[src/pkg/csgp_pkg.sv]
package csgp_pkg;
    // coprocessor transfer encodings
    localparam logic [3:0] CSGP_COPROC_SYS  = 4'hf;
    localparam logic [3:0] CSGP_OPC1_GRP1   = 4'h0;
    localparam logic [3:0] CSGP_OPC1_GRP0   = 4'h2;
    localparam logic [3:0] CSGP_CRM_GEN     = 4'hc;
    // field positions of the generate value
    localparam int CSGP_ID_LO   = 24;
    localparam int CSGP_AFFINITY_LEVEL_ONE_LO = 16;
    localparam int CSGP_AFFINITY_LEVEL_TWO_LO = 32;
    localparam int CSGP_AFFINITY_LEVEL_THREE_LO = 48;
    localparam int CSGP_ROUTE_POS = 40;
    localparam int CSGP_ID_W    = 4;
    localparam int CSGP_AFF_W   = 8;
    localparam int CSGP_TGT_W   = 16;
    // exception levels
    localparam logic [1:0] CSGP_EL1 = 2'h1;
    localparam logic [1:0] CSGP_EL2 = 2'h2;
    localparam logic [1:0] CSGP_EL3 = 2'h3;

    // outcome of an access check
    typedef enum logic [2:0] {
        CSGP_OK    = 3'h0,
        CSGP_TRAP2 = 3'h1,
        CSGP_TRAP3 = 3'h3,
        CSGP_UNDEF = 3'h2
    } csgp_result_t;

    // access request from the pipeline
    typedef struct packed {
        logic        valid;
        logic        is_enable_reg;
        logic [3:0]  coproc;
        logic [3:0]  opc1;
        logic [3:0]  crm;
        logic [1:0]  el;
        logic        nonsecure;
        logic [63:0] data;
    } csgp_req_t;

    // trap and enable controls
    typedef struct packed {
        logic hyp_fiq_route_bit;
        logic hyp_irq_route_bit;
        logic hyp_common_trap_bit;
        logic hyp_sysreg_trap_bit;
        logic monitor_fiq_route_bit;
        logic monitor_irq_route_bit;
        logic sysreg_enable_el1;
        logic sysreg_enable_el2;
        logic sysreg_enable_el3;
        logic enable_el2;
        logic enable_el3;
        logic redistributor_nonsecure_access_control;
    } csgp_ctrl_t;

    // generate packet to the distributor
    typedef struct packed {
        logic        valid;
        logic        group1;
        logic        nonsecure;
        logic [3:0]  interrupt_identifier;
        logic [7:0]  affinity_level_three;
        logic [7:0]  affinity_level_two;
        logic [7:0]  affinity_level_one;
        logic        routing_mode_bit;
        logic [15:0] target_mask;
    } csgp_pkt_t;

    typedef struct packed {
        csgp_pkt_t    pkt;
        logic         done;
        csgp_result_t result;
    } csgp_state_t;
endpackage

[src/hdl/csgp_top.sv]
`timescale 1ns/1ps
// Operation
// - identifier from bits 27:24 into packet
// - affinity path from three byte fields
// - bits 15:0 form the target mask
// - bit 40 selects targeted or broadcast
// - targeted reach limited to sixteen elements
// - group one write gives writer's group
// - group zero write secure, nonsecure gated
// - 64-bit write-only, one transfer
// - group one encoding opc1 0000 crm 1100
// - group zero encoding opc1 0010 crm 1100
// - hyp routing or common trap to two
// - hyp sysreg trap bit traps nonsecure one
// - cleared enable at level makes undefined
// - monitor routing traps two and secure one
// - monitor routing, no hyp routing, trap three
// - enable register selects sysreg or memory view; here its accesses are only trap-checked, never select a view
// - level two enable clear traps to two
// - level three enable clear traps to three
module csgp_top
    import csgp_pkg::*;
(
    input  wire logic       clk,
    input  wire logic       rst,
    input  wire csgp_req_t  req,
    input  wire csgp_ctrl_t ctrl,
    output csgp_pkt_t       pkt,
    output logic            done,
    output csgp_result_t    result
);

    csgp_state_t state_reg;
    csgp_state_t state_next;

    ////////////////////////////////////////////////////////////////////////
    // decode helpers
    function automatic logic is_generate(input csgp_req_t  r,
                                         input logic [3:0] o);
        is_generate = (r.coproc == CSGP_COPROC_SYS) && (r.opc1 == o) &&
                      (r.crm == CSGP_CRM_GEN) && !r.is_enable_reg;
    endfunction

    // enable bit that governs the writer's exception level
    function automatic logic sysreg_enabled(input csgp_ctrl_t c,
                                            input logic [1:0] el);
        unique case (el)
            CSGP_EL2: sysreg_enabled = c.sysreg_enable_el2;
            CSGP_EL3: sysreg_enabled = c.sysreg_enable_el3;
            default:  sysreg_enabled = c.sysreg_enable_el1;
        endcase
    endfunction

    logic         hit_g0;
    logic         hit_g1;
    logic         ns_el1;
    logic         mon_route;
    logic         hyp_route;
    logic         g0_denied;
    csgp_result_t gen_res;
    csgp_result_t en_res;

    ////////////////////////////////////////////////////////////////////////
    // access checks
    always_comb begin
        hit_g1    = is_generate(req, CSGP_OPC1_GRP1);
        hit_g0    = is_generate(req, CSGP_OPC1_GRP0);
        ns_el1    = req.nonsecure && (req.el == CSGP_EL1);
        mon_route = ctrl.monitor_fiq_route_bit && ctrl.monitor_irq_route_bit;
        hyp_route = ctrl.hyp_fiq_route_bit || ctrl.hyp_irq_route_bit;
        g0_denied = req.nonsecure && (req.el != CSGP_EL3) &&
                    !ctrl.redistributor_nonsecure_access_control;
        // generate register write checks, undefined first
        if (!sysreg_enabled(ctrl, req.el)) begin
            gen_res = CSGP_UNDEF;
        end else if (ns_el1 && (hyp_route || ctrl.hyp_common_trap_bit ||
                                ctrl.hyp_sysreg_trap_bit)) begin
            gen_res = CSGP_TRAP2;
        end else if (mon_route && ns_el1 && !hyp_route) begin
            gen_res = CSGP_TRAP3;
        end else if (mon_route && ((req.el == CSGP_EL2) ||
                     (req.el == CSGP_EL1 && !req.nonsecure))) begin
            gen_res = CSGP_TRAP3;
        end else begin
            gen_res = CSGP_OK;
        end
        // level one enable register access checks
        if (ns_el1 && ctrl.hyp_sysreg_trap_bit) begin
            en_res = CSGP_TRAP2;
        end else if (ns_el1 && !ctrl.enable_el2) begin
            en_res = CSGP_TRAP2;
        end else if (!ctrl.enable_el3 && (req.el == CSGP_EL1 ||
                     req.el == CSGP_EL2)) begin
            en_res = CSGP_TRAP3;
        end else begin
            en_res = CSGP_OK;
        end
    end

    ////////////////////////////////////////////////////////////////////////
    // next state: packet formation
    always_comb begin
        state_next = state_reg;
        state_next.pkt.valid = 1'h0;
        state_next.done = 1'h0;
        if (req.valid) begin
            state_next.done = 1'h1;
            if (req.is_enable_reg) begin
                state_next.result = en_res;
            end else if (hit_g0 || hit_g1) begin
                state_next.result = gen_res;
                if (gen_res == CSGP_OK && !(hit_g0 && g0_denied)) begin
                    state_next.pkt = '0;
                    state_next.pkt.valid = 1'h1;
                    state_next.pkt.group1 = hit_g1;
                    state_next.pkt.nonsecure = hit_g1 && req.nonsecure;
                    state_next.pkt.interrupt_identifier =
                        req.data[CSGP_ID_LO +: CSGP_ID_W];
                    state_next.pkt.routing_mode_bit =
                        req.data[CSGP_ROUTE_POS];
                    if (!req.data[CSGP_ROUTE_POS]) begin
                        state_next.pkt.affinity_level_one =
                            req.data[CSGP_AFFINITY_LEVEL_ONE_LO +: CSGP_AFF_W];
                        state_next.pkt.affinity_level_two =
                            req.data[CSGP_AFFINITY_LEVEL_TWO_LO +: CSGP_AFF_W];
                        state_next.pkt.affinity_level_three =
                            req.data[CSGP_AFFINITY_LEVEL_THREE_LO +: CSGP_AFF_W];
                        state_next.pkt.target_mask =
                            req.data[CSGP_TGT_W-1:0];
                    end
                end
            end else begin
                state_next.result = CSGP_UNDEF;
            end
        end
    end

    ////////////////////////////////////////////////////////////////////////
    // state register; distributor always takes the packet
    always_ff @(posedge clk or posedge rst) begin
        if (rst) begin
            state_reg <= '0;
        end else begin
            state_reg <= state_next;
        end
    end

    assign pkt    = state_reg.pkt;
    assign done   = state_reg.done;
    assign result = state_reg.result;

    ////////////////////////////////////////////////////////////////////////
    // checks
    a_undef_blocks: assert property (@(posedge clk) disable iff (rst)
        (req.valid && (hit_g0 || hit_g1) && !sysreg_enabled(ctrl, req.el))
        |=> (result == CSGP_UNDEF && !pkt.valid))
        else $error("undefined write produced a packet");
    a_hyp_trap: assert property (@(posedge clk) disable iff (rst)
        (req.valid && hit_g1 && sysreg_enabled(ctrl, req.el) && ns_el1 &&
         hyp_route) |=> (result == CSGP_TRAP2))
        else $error("hyp routing did not trap to two");
    a_sysreg_trap: assert property (@(posedge clk) disable iff (rst)
        (req.valid && (hit_g0 || hit_g1) && sysreg_enabled(ctrl, req.el) &&
         ns_el1 && ctrl.hyp_sysreg_trap_bit) |=> (result == CSGP_TRAP2))
        else $error("sysreg trap bit ignored");
    a_mon_trap: assert property (@(posedge clk) disable iff (rst)
        (req.valid && hit_g1 && sysreg_enabled(ctrl, req.el) && mon_route &&
         req.el == CSGP_EL2) |=> (result == CSGP_TRAP3))
        else $error("monitor routing did not trap level two");
    a_id_field: assert property (@(posedge clk) disable iff (rst)
        pkt.valid |-> pkt.interrupt_identifier ==
            $past(req.data[CSGP_ID_LO +: CSGP_ID_W]))
        else $error("identifier mismatch");
    a_bcast_zero: assert property (@(posedge clk) disable iff (rst)
        (pkt.valid && pkt.routing_mode_bit) |->
        (pkt.target_mask == '0 && pkt.affinity_level_one == '0))
        else $error("broadcast packet carries targets");
    a_group_bit: assert property (@(posedge clk) disable iff (rst)
        pkt.valid |-> pkt.group1 == $past(hit_g1))
        else $error("packet group wrong");
    a_en2_trap: assert property (@(posedge clk) disable iff (rst)
        (req.valid && req.is_enable_reg && ns_el1 && !ctrl.enable_el2)
        |=> (result == CSGP_TRAP2 && done))
        else $error("enable register not trapped to two");
    a_g0_gate: assert property (@(posedge clk) disable iff (rst)
        (req.valid && hit_g0 && g0_denied) |=> !pkt.valid)
        else $error("denied group zero write sent");
    c_targeted: cover property (@(posedge clk) disable iff (rst)
        pkt.valid && !pkt.routing_mode_bit);
    c_broadcast: cover property (@(posedge clk) disable iff (rst)
        pkt.valid && pkt.routing_mode_bit);
    c_trap3: cover property (@(posedge clk) disable iff (rst)
        done && result == CSGP_TRAP3);
    c_grp0_sent: cover property (@(posedge clk) disable iff (rst)
        pkt.valid && !pkt.group1);
    c_undef: cover property (@(posedge clk) disable iff (rst)
        done && result == CSGP_UNDEF);

    ////////////////////////////////////////////////////////////////////////
    // helper terms for the checks below
    logic hit_any;
    logic wr_ok;
    assign hit_any = hit_g0 || hit_g1;
    assign wr_ok   = sysreg_enabled(ctrl, req.el);

    // packet fields follow the written value
    a_aff_one: assert property (@(posedge clk) disable iff (rst)
        (pkt.valid && !pkt.routing_mode_bit) |-> pkt.affinity_level_one ==
            $past(req.data[CSGP_AFFINITY_LEVEL_ONE_LO +: CSGP_AFF_W]))
        else $error("level one affinity mismatch");
    a_aff_two: assert property (@(posedge clk) disable iff (rst)
        (pkt.valid && !pkt.routing_mode_bit) |-> pkt.affinity_level_two ==
            $past(req.data[CSGP_AFFINITY_LEVEL_TWO_LO +: CSGP_AFF_W]))
        else $error("level two affinity mismatch");
    a_aff_three: assert property (@(posedge clk) disable iff (rst)
        (pkt.valid && !pkt.routing_mode_bit) |-> pkt.affinity_level_three ==
            $past(req.data[CSGP_AFFINITY_LEVEL_THREE_LO +: CSGP_AFF_W]))
        else $error("level three affinity mismatch");
    a_mask_field: assert property (@(posedge clk) disable iff (rst)
        (pkt.valid && !pkt.routing_mode_bit) |-> pkt.target_mask ==
            $past(req.data[CSGP_TGT_W-1:0]))
        else $error("target mask mismatch");
    a_route_field: assert property (@(posedge clk) disable iff (rst)
        pkt.valid |-> pkt.routing_mode_bit ==
            $past(req.data[CSGP_ROUTE_POS]))
        else $error("routing mode mismatch");
    a_bcast_upper: assert property (@(posedge clk) disable iff (rst)
        (pkt.valid && pkt.routing_mode_bit) |->
        (pkt.affinity_level_two == '0 && pkt.affinity_level_three == '0))
        else $error("broadcast packet carries upper affinity");

    // security state and group of the packet
    a_grp0_secure: assert property (@(posedge clk) disable iff (rst)
        (pkt.valid && !pkt.group1) |-> !pkt.nonsecure)
        else $error("group zero packet not secure");
    a_grp1_state: assert property (@(posedge clk) disable iff (rst)
        (pkt.valid && pkt.group1) |-> pkt.nonsecure == $past(req.nonsecure))
        else $error("group one packet has wrong security state");

    // trap outcomes of generate writes
    a_tc_trap: assert property (@(posedge clk) disable iff (rst)
        (req.valid && hit_any && wr_ok && ns_el1 &&
         ctrl.hyp_common_trap_bit) |=> (result == CSGP_TRAP2))
        else $error("common trap bit did not trap to two");
    a_mon_ns: assert property (@(posedge clk) disable iff (rst)
        (req.valid && hit_any && wr_ok && ns_el1 && mon_route &&
         !hyp_route && !ctrl.hyp_common_trap_bit &&
         !ctrl.hyp_sysreg_trap_bit) |=> (result == CSGP_TRAP3))
        else $error("nonsecure level one not trapped to three");
    a_mon_secure: assert property (@(posedge clk) disable iff (rst)
        (req.valid && hit_any && wr_ok && mon_route &&
         req.el == CSGP_EL1 && !req.nonsecure) |=> (result == CSGP_TRAP3))
        else $error("secure level one not trapped to three");
    a_el3_free: assert property (@(posedge clk) disable iff (rst)
        (req.valid && hit_any && wr_ok && req.el == CSGP_EL3)
        |=> (result == CSGP_OK))
        else $error("level three write was trapped");
    a_trap_nopkt: assert property (@(posedge clk) disable iff (rst)
        (done && result != CSGP_OK) |-> !pkt.valid)
        else $error("refused write produced a packet");
    a_bad_code: assert property (@(posedge clk) disable iff (rst)
        (req.valid && !req.is_enable_reg &&
         (req.coproc != CSGP_COPROC_SYS || req.crm != CSGP_CRM_GEN ||
          (req.opc1 != CSGP_OPC1_GRP1 && req.opc1 != CSGP_OPC1_GRP0)))
        |=> (result == CSGP_UNDEF && !pkt.valid))
        else $error("unknown encoding not undefined");

    // one answer per request, one cycle later
    a_done_pulse: assert property (@(posedge clk) disable iff (rst)
        done == $past(req.valid))
        else $error("done does not follow request");
    a_pkt_done: assert property (@(posedge clk) disable iff (rst)
        pkt.valid |-> done)
        else $error("packet without done");

    // level one enable register accesses
    a_en3_trap: assert property (@(posedge clk) disable iff (rst)
        (req.valid && req.is_enable_reg && !ns_el1 && !ctrl.enable_el3 &&
         (req.el == CSGP_EL1 || req.el == CSGP_EL2))
        |=> (result == CSGP_TRAP3))
        else $error("enable register not trapped to three");
    a_en_nopkt: assert property (@(posedge clk) disable iff (rst)
        (req.valid && req.is_enable_reg) |=> !pkt.valid)
        else $error("enable register access produced a packet");
endmodule

[config.mk]
export PLATFORM = sky130hd
export DESIGN_NAME = csgp_top
export DESIGN_NICKNAME = d
export VERILOG_FILES = /design/src/pkg/csgp_pkg.sv /design/src/hdl/csgp_top.sv
export SDC_FILE = /design/constraint.sdc
export NUM_CORES = 1
export LEC_CHECK = 0
export ABC_CLOCK_PERIOD_IN_PS = 2600
export BUFFER_PORTS_ARGS = -buffer_cell sky130_fd_sc_hd__buf_2
export CORE_MARGIN = 2
export CORE_UTILIZATION = 46
export CTS_CLUSTER_DIAMETER = 100
export CTS_CLUSTER_SIZE = 14
export DETAILED_ROUTE_END_ITERATION = 16
export PLACE_DENSITY = 0.81
export SETUP_SLACK_MARGIN = 0.3
export SLEW_MARGIN = 20
export SYNTH_ARGS = -nofsm -noshare
export SYNTH_HDL_FRONTEND = slang
export SYNTH_SLANG_ARGS = --single-unit
[constraint.sdc]
create_clock -name clk -period 2.6 [get_ports clk]
set_input_delay 0.26 -clock clk [delete_from_list [all_inputs] [get_ports clk]]
set_output_delay 0.26 -clock clk [all_outputs]
set_load 0.02 [all_outputs]
==> metrics.txt <==
net count after synthesis=about 290; routed wire length=4910 um; P_leak=1.84 nW; Iteration-0 DRC Markers=27; die area=roughly 6000 um^2; crit-path max FO=21; Worst-path clk slew=0.09 ns; vias in the first global route=1,883; worst endpoint required time=2.77 ns; CTS resizes=0; pwr/cell area=between 400 and 500 nW/um^2; status=finished, final reports clean; Crit path buffers/inverters=3; post-synthesis cell type count=32; TritonRoute pass-1 iters=4; via/cell ratio=4.89; CP startpoint kind=primary input; Tot GR Track Use=17.0%; Post-Syn Area=~2400 um^2; Max Freq=467 MHz; number of fill cells=420; first-pass GRT wire length=8160 um; min Tclk post-route=2.14 ns; Non-Filler Instances=between 300 and 400; Peak supply drop=around 0.22 mV; register area=1280 um^2; Post-DRT Antenna Nets=0; Clock Skew=0 ns; top cell family by delay on the critical path=simple AND/OR/NAND/NOR gates; Setup crit end kind=flip-flop; RSZ-0062 raised after global routing=no; layout overhead on the synthesized area=32.7%; clk buf depth=2; Hold/Removal Path Class=primary input to async pin; EDFF count, synth=0; DP Wirelength=3730 um; IO buf count=126; worst path arrival time=2.31 ns; Die Wd=76.6 um; Post-CTS Hold Fix Bufs=0; Worst-Margin Slew=0.732 ns; starting density of the core=47.4%; sequential cell area fraction in the yosys report=52.7%; Critical-path top delay cell=mux2_2; Syn Area/Cell=12.8 um^2; CTS H-tree lvls=2; # diodes=0; Slew HR=51.2%; Synth Instances=189; Tot Pwr=1.42 mW; Synth Register Bits=51; final setup violation count=0; die height=roughly 77 um; Clock Latency Late Sink=0.29 ns; Total Nets Final=between 400 and 500; Synth warnings=0; CP max stage delay=roughly 0.38 ns; multi-input logic area=about 1100 um^2; clk sink count=51; pin count of the biggest net entering global routing=52; drt drc=0; total congestion overflow=0; Placed Cells incl. Taps=378; crit path cell chain=buf_2, inv_1, ha_1, nor3b_1, o2111ai_1, nor4b_4, buf_4, mux2_2; Routed wire per std cell=12.7 um; antenna violations before repair=0; TritonCTS clock tree=done; worst setup path class=primary input to flip-flop; ys async rst share=100%; Max Slew Vio Count=0; final hold vios=0; total negative setup slack=0 ns; TritonCTS Buffers=5; core area=5110 um^2; Ports=147; period utilization=82.3%; MaxCap Viol Count=0; GP Congestion=0.719; Rows=26; vias=~1,900; Synth Flop Type=dfrtp_1; root buf cell=clkbuf_8; Post-CTS Setup Bufs=0; layout cells sized above 1=between 50 and 60%
[cells in the final DEF, fill, tap and decap left out, types with 2 or more instances in the layout]
| cell type | netlist | routed |
|---|---|---|
| mux2_1 | 29 | 29 |
| o21ai_0 | 2 | 2 |
| nor2b_1 | 42 | 42 |
| a21oi_1 | 3 | 3 |
| o2111ai_1 | 4 | 4 |
| mux2_2 | 17 | 17 |
| or2_2 | 2 | 2 |
| inv_1 | 6 | 5 |
| dfrtp_1 | 51 | 51 |
| clkbuf_8 | 0 | 7 |
| buf_2 | 1 | 126 |
| ha_1 | 3 | 3 |
| nor2_1 | 3 | 3 |
| buf_4 | 2 | 2 |
[report_power, final]
| group | internal [mW] | leakage (nW) | switching, mW | total, mW |
|---|---|---|---|---|
| logic | 0.0724 | 1.08 | 0.0723 | 0.145 |
| clock network | 0.243 | 0.0515 | 0.235 | 0.478 |
| registers | 0.797 | 0.702 | 0.00238 | 0.799 |
| total | 1.11 | 1.84 | 0.309 | 1.42 |
[cell usage after synthesis, types with 2 or more instances]
library cell | number | area (um^2)
buf_4 | 2 | 15.0
buf_6 | 3 | 33.8
ha_1 | 3 | 37.5
dfrtp_1 | 51 | 1280
clkbuf_1 | 4 | 15.0
mux2_1 | 29 | 327
o2111ai_1 | 4 | 35.0
nor2_1 | 3 | 11.3
o21ai_0 | 2 | 10.0
or2_2 | 2 | 12.5
inv_1 | 6 | 22.5
a21oi_1 | 3 | 15.0
mux2_2 | 17 | 191
nor2b_1 | 42 | 263
[final timing paths]
| path | startpoint | to | slack (ns) | cells after the start |
|---|---|---|---|---|
| setup / recovery | req[65] | pkt[15]$_DFFE_PP0P_ | 0.46 | 8 |
| hold / removal | rst | pkt[11]$_DFFE_PP0P_ | 0.13 | 3 |
| setup reg to reg | pkt[5]$_DFFE_PP0P_ | pkt[5]$_DFFE_PP0P_ | 1.81 | 1 |
| hold reg to reg | pkt[25]$_DFFE_PP0P_ | pkt[25]$_DFFE_PP0P_ | 0.48 | 1 |
| max in group asynchronous | rst | pkt[31]$_DFFE_PP0P_ | 2.06 | 3 |
| min in group clk | req[80] | done$_DFF_PP0_ | 0.15 | 1 |
[routing by layer]
metal,routed length [um],share of wire [%],vias up,track usage [%]
met3,404,8.2,2,4.98
li1,-,-,901,-
met2,2510,51,95,31.9
met1,1970,40,889,19.0
met4,25,0.51,0,3.82
met5,0,0,-,0
[kinds of logic (layout without fill, tap and decap cells)]
logic type	after synthesis	count (layout)	synth area share, %
flip-flops	51	51	52.7
adder cells (fa/ha/maj)	3	3	1.55
AO/OA/AOI/OAI	14	14	4.08
other	1	1	0.155
multiplexers	47	47	21.8
AND/OR/NAND/NOR	57	57	16.0
buffers and inverters	16	143	3.77
[per-stage QoR]
step | hold slack [ns] | area, um^2 | setup slack (ns) | utilization, %
floorplan | 0.291 | 2420 | 0.566 | -
global placement | 0.437 | 3120 | 0.223 | 61.0
detailed placement | 0.440 | 3120 | 0.169 | 61.0
CTS | 0.129 | 3220 | 0.475 | 63.0
global route | 0.133 | 3220 | 0.353 | 63.0
finish | 0.126 | 3220 | 0.461 | 63.0
[final cells by class]
type | count | area share [%]
flip-flops and latches | 51 | 39.7
multi-input cells | 122 | 33.1
repair buffers | 129 | 20.7
clock buffers | 8 | 3.11
well taps | 70 | 2.72
inverters | 6 | 0.700
[flip-flops by register name, indices dropped and copies added (netlist names)]
| name | cells |
|---|---|
| pkt | 48 |
| done | 1 |
| result | 2 |
No activity file was read; power rests on OpenSTA's default activity.
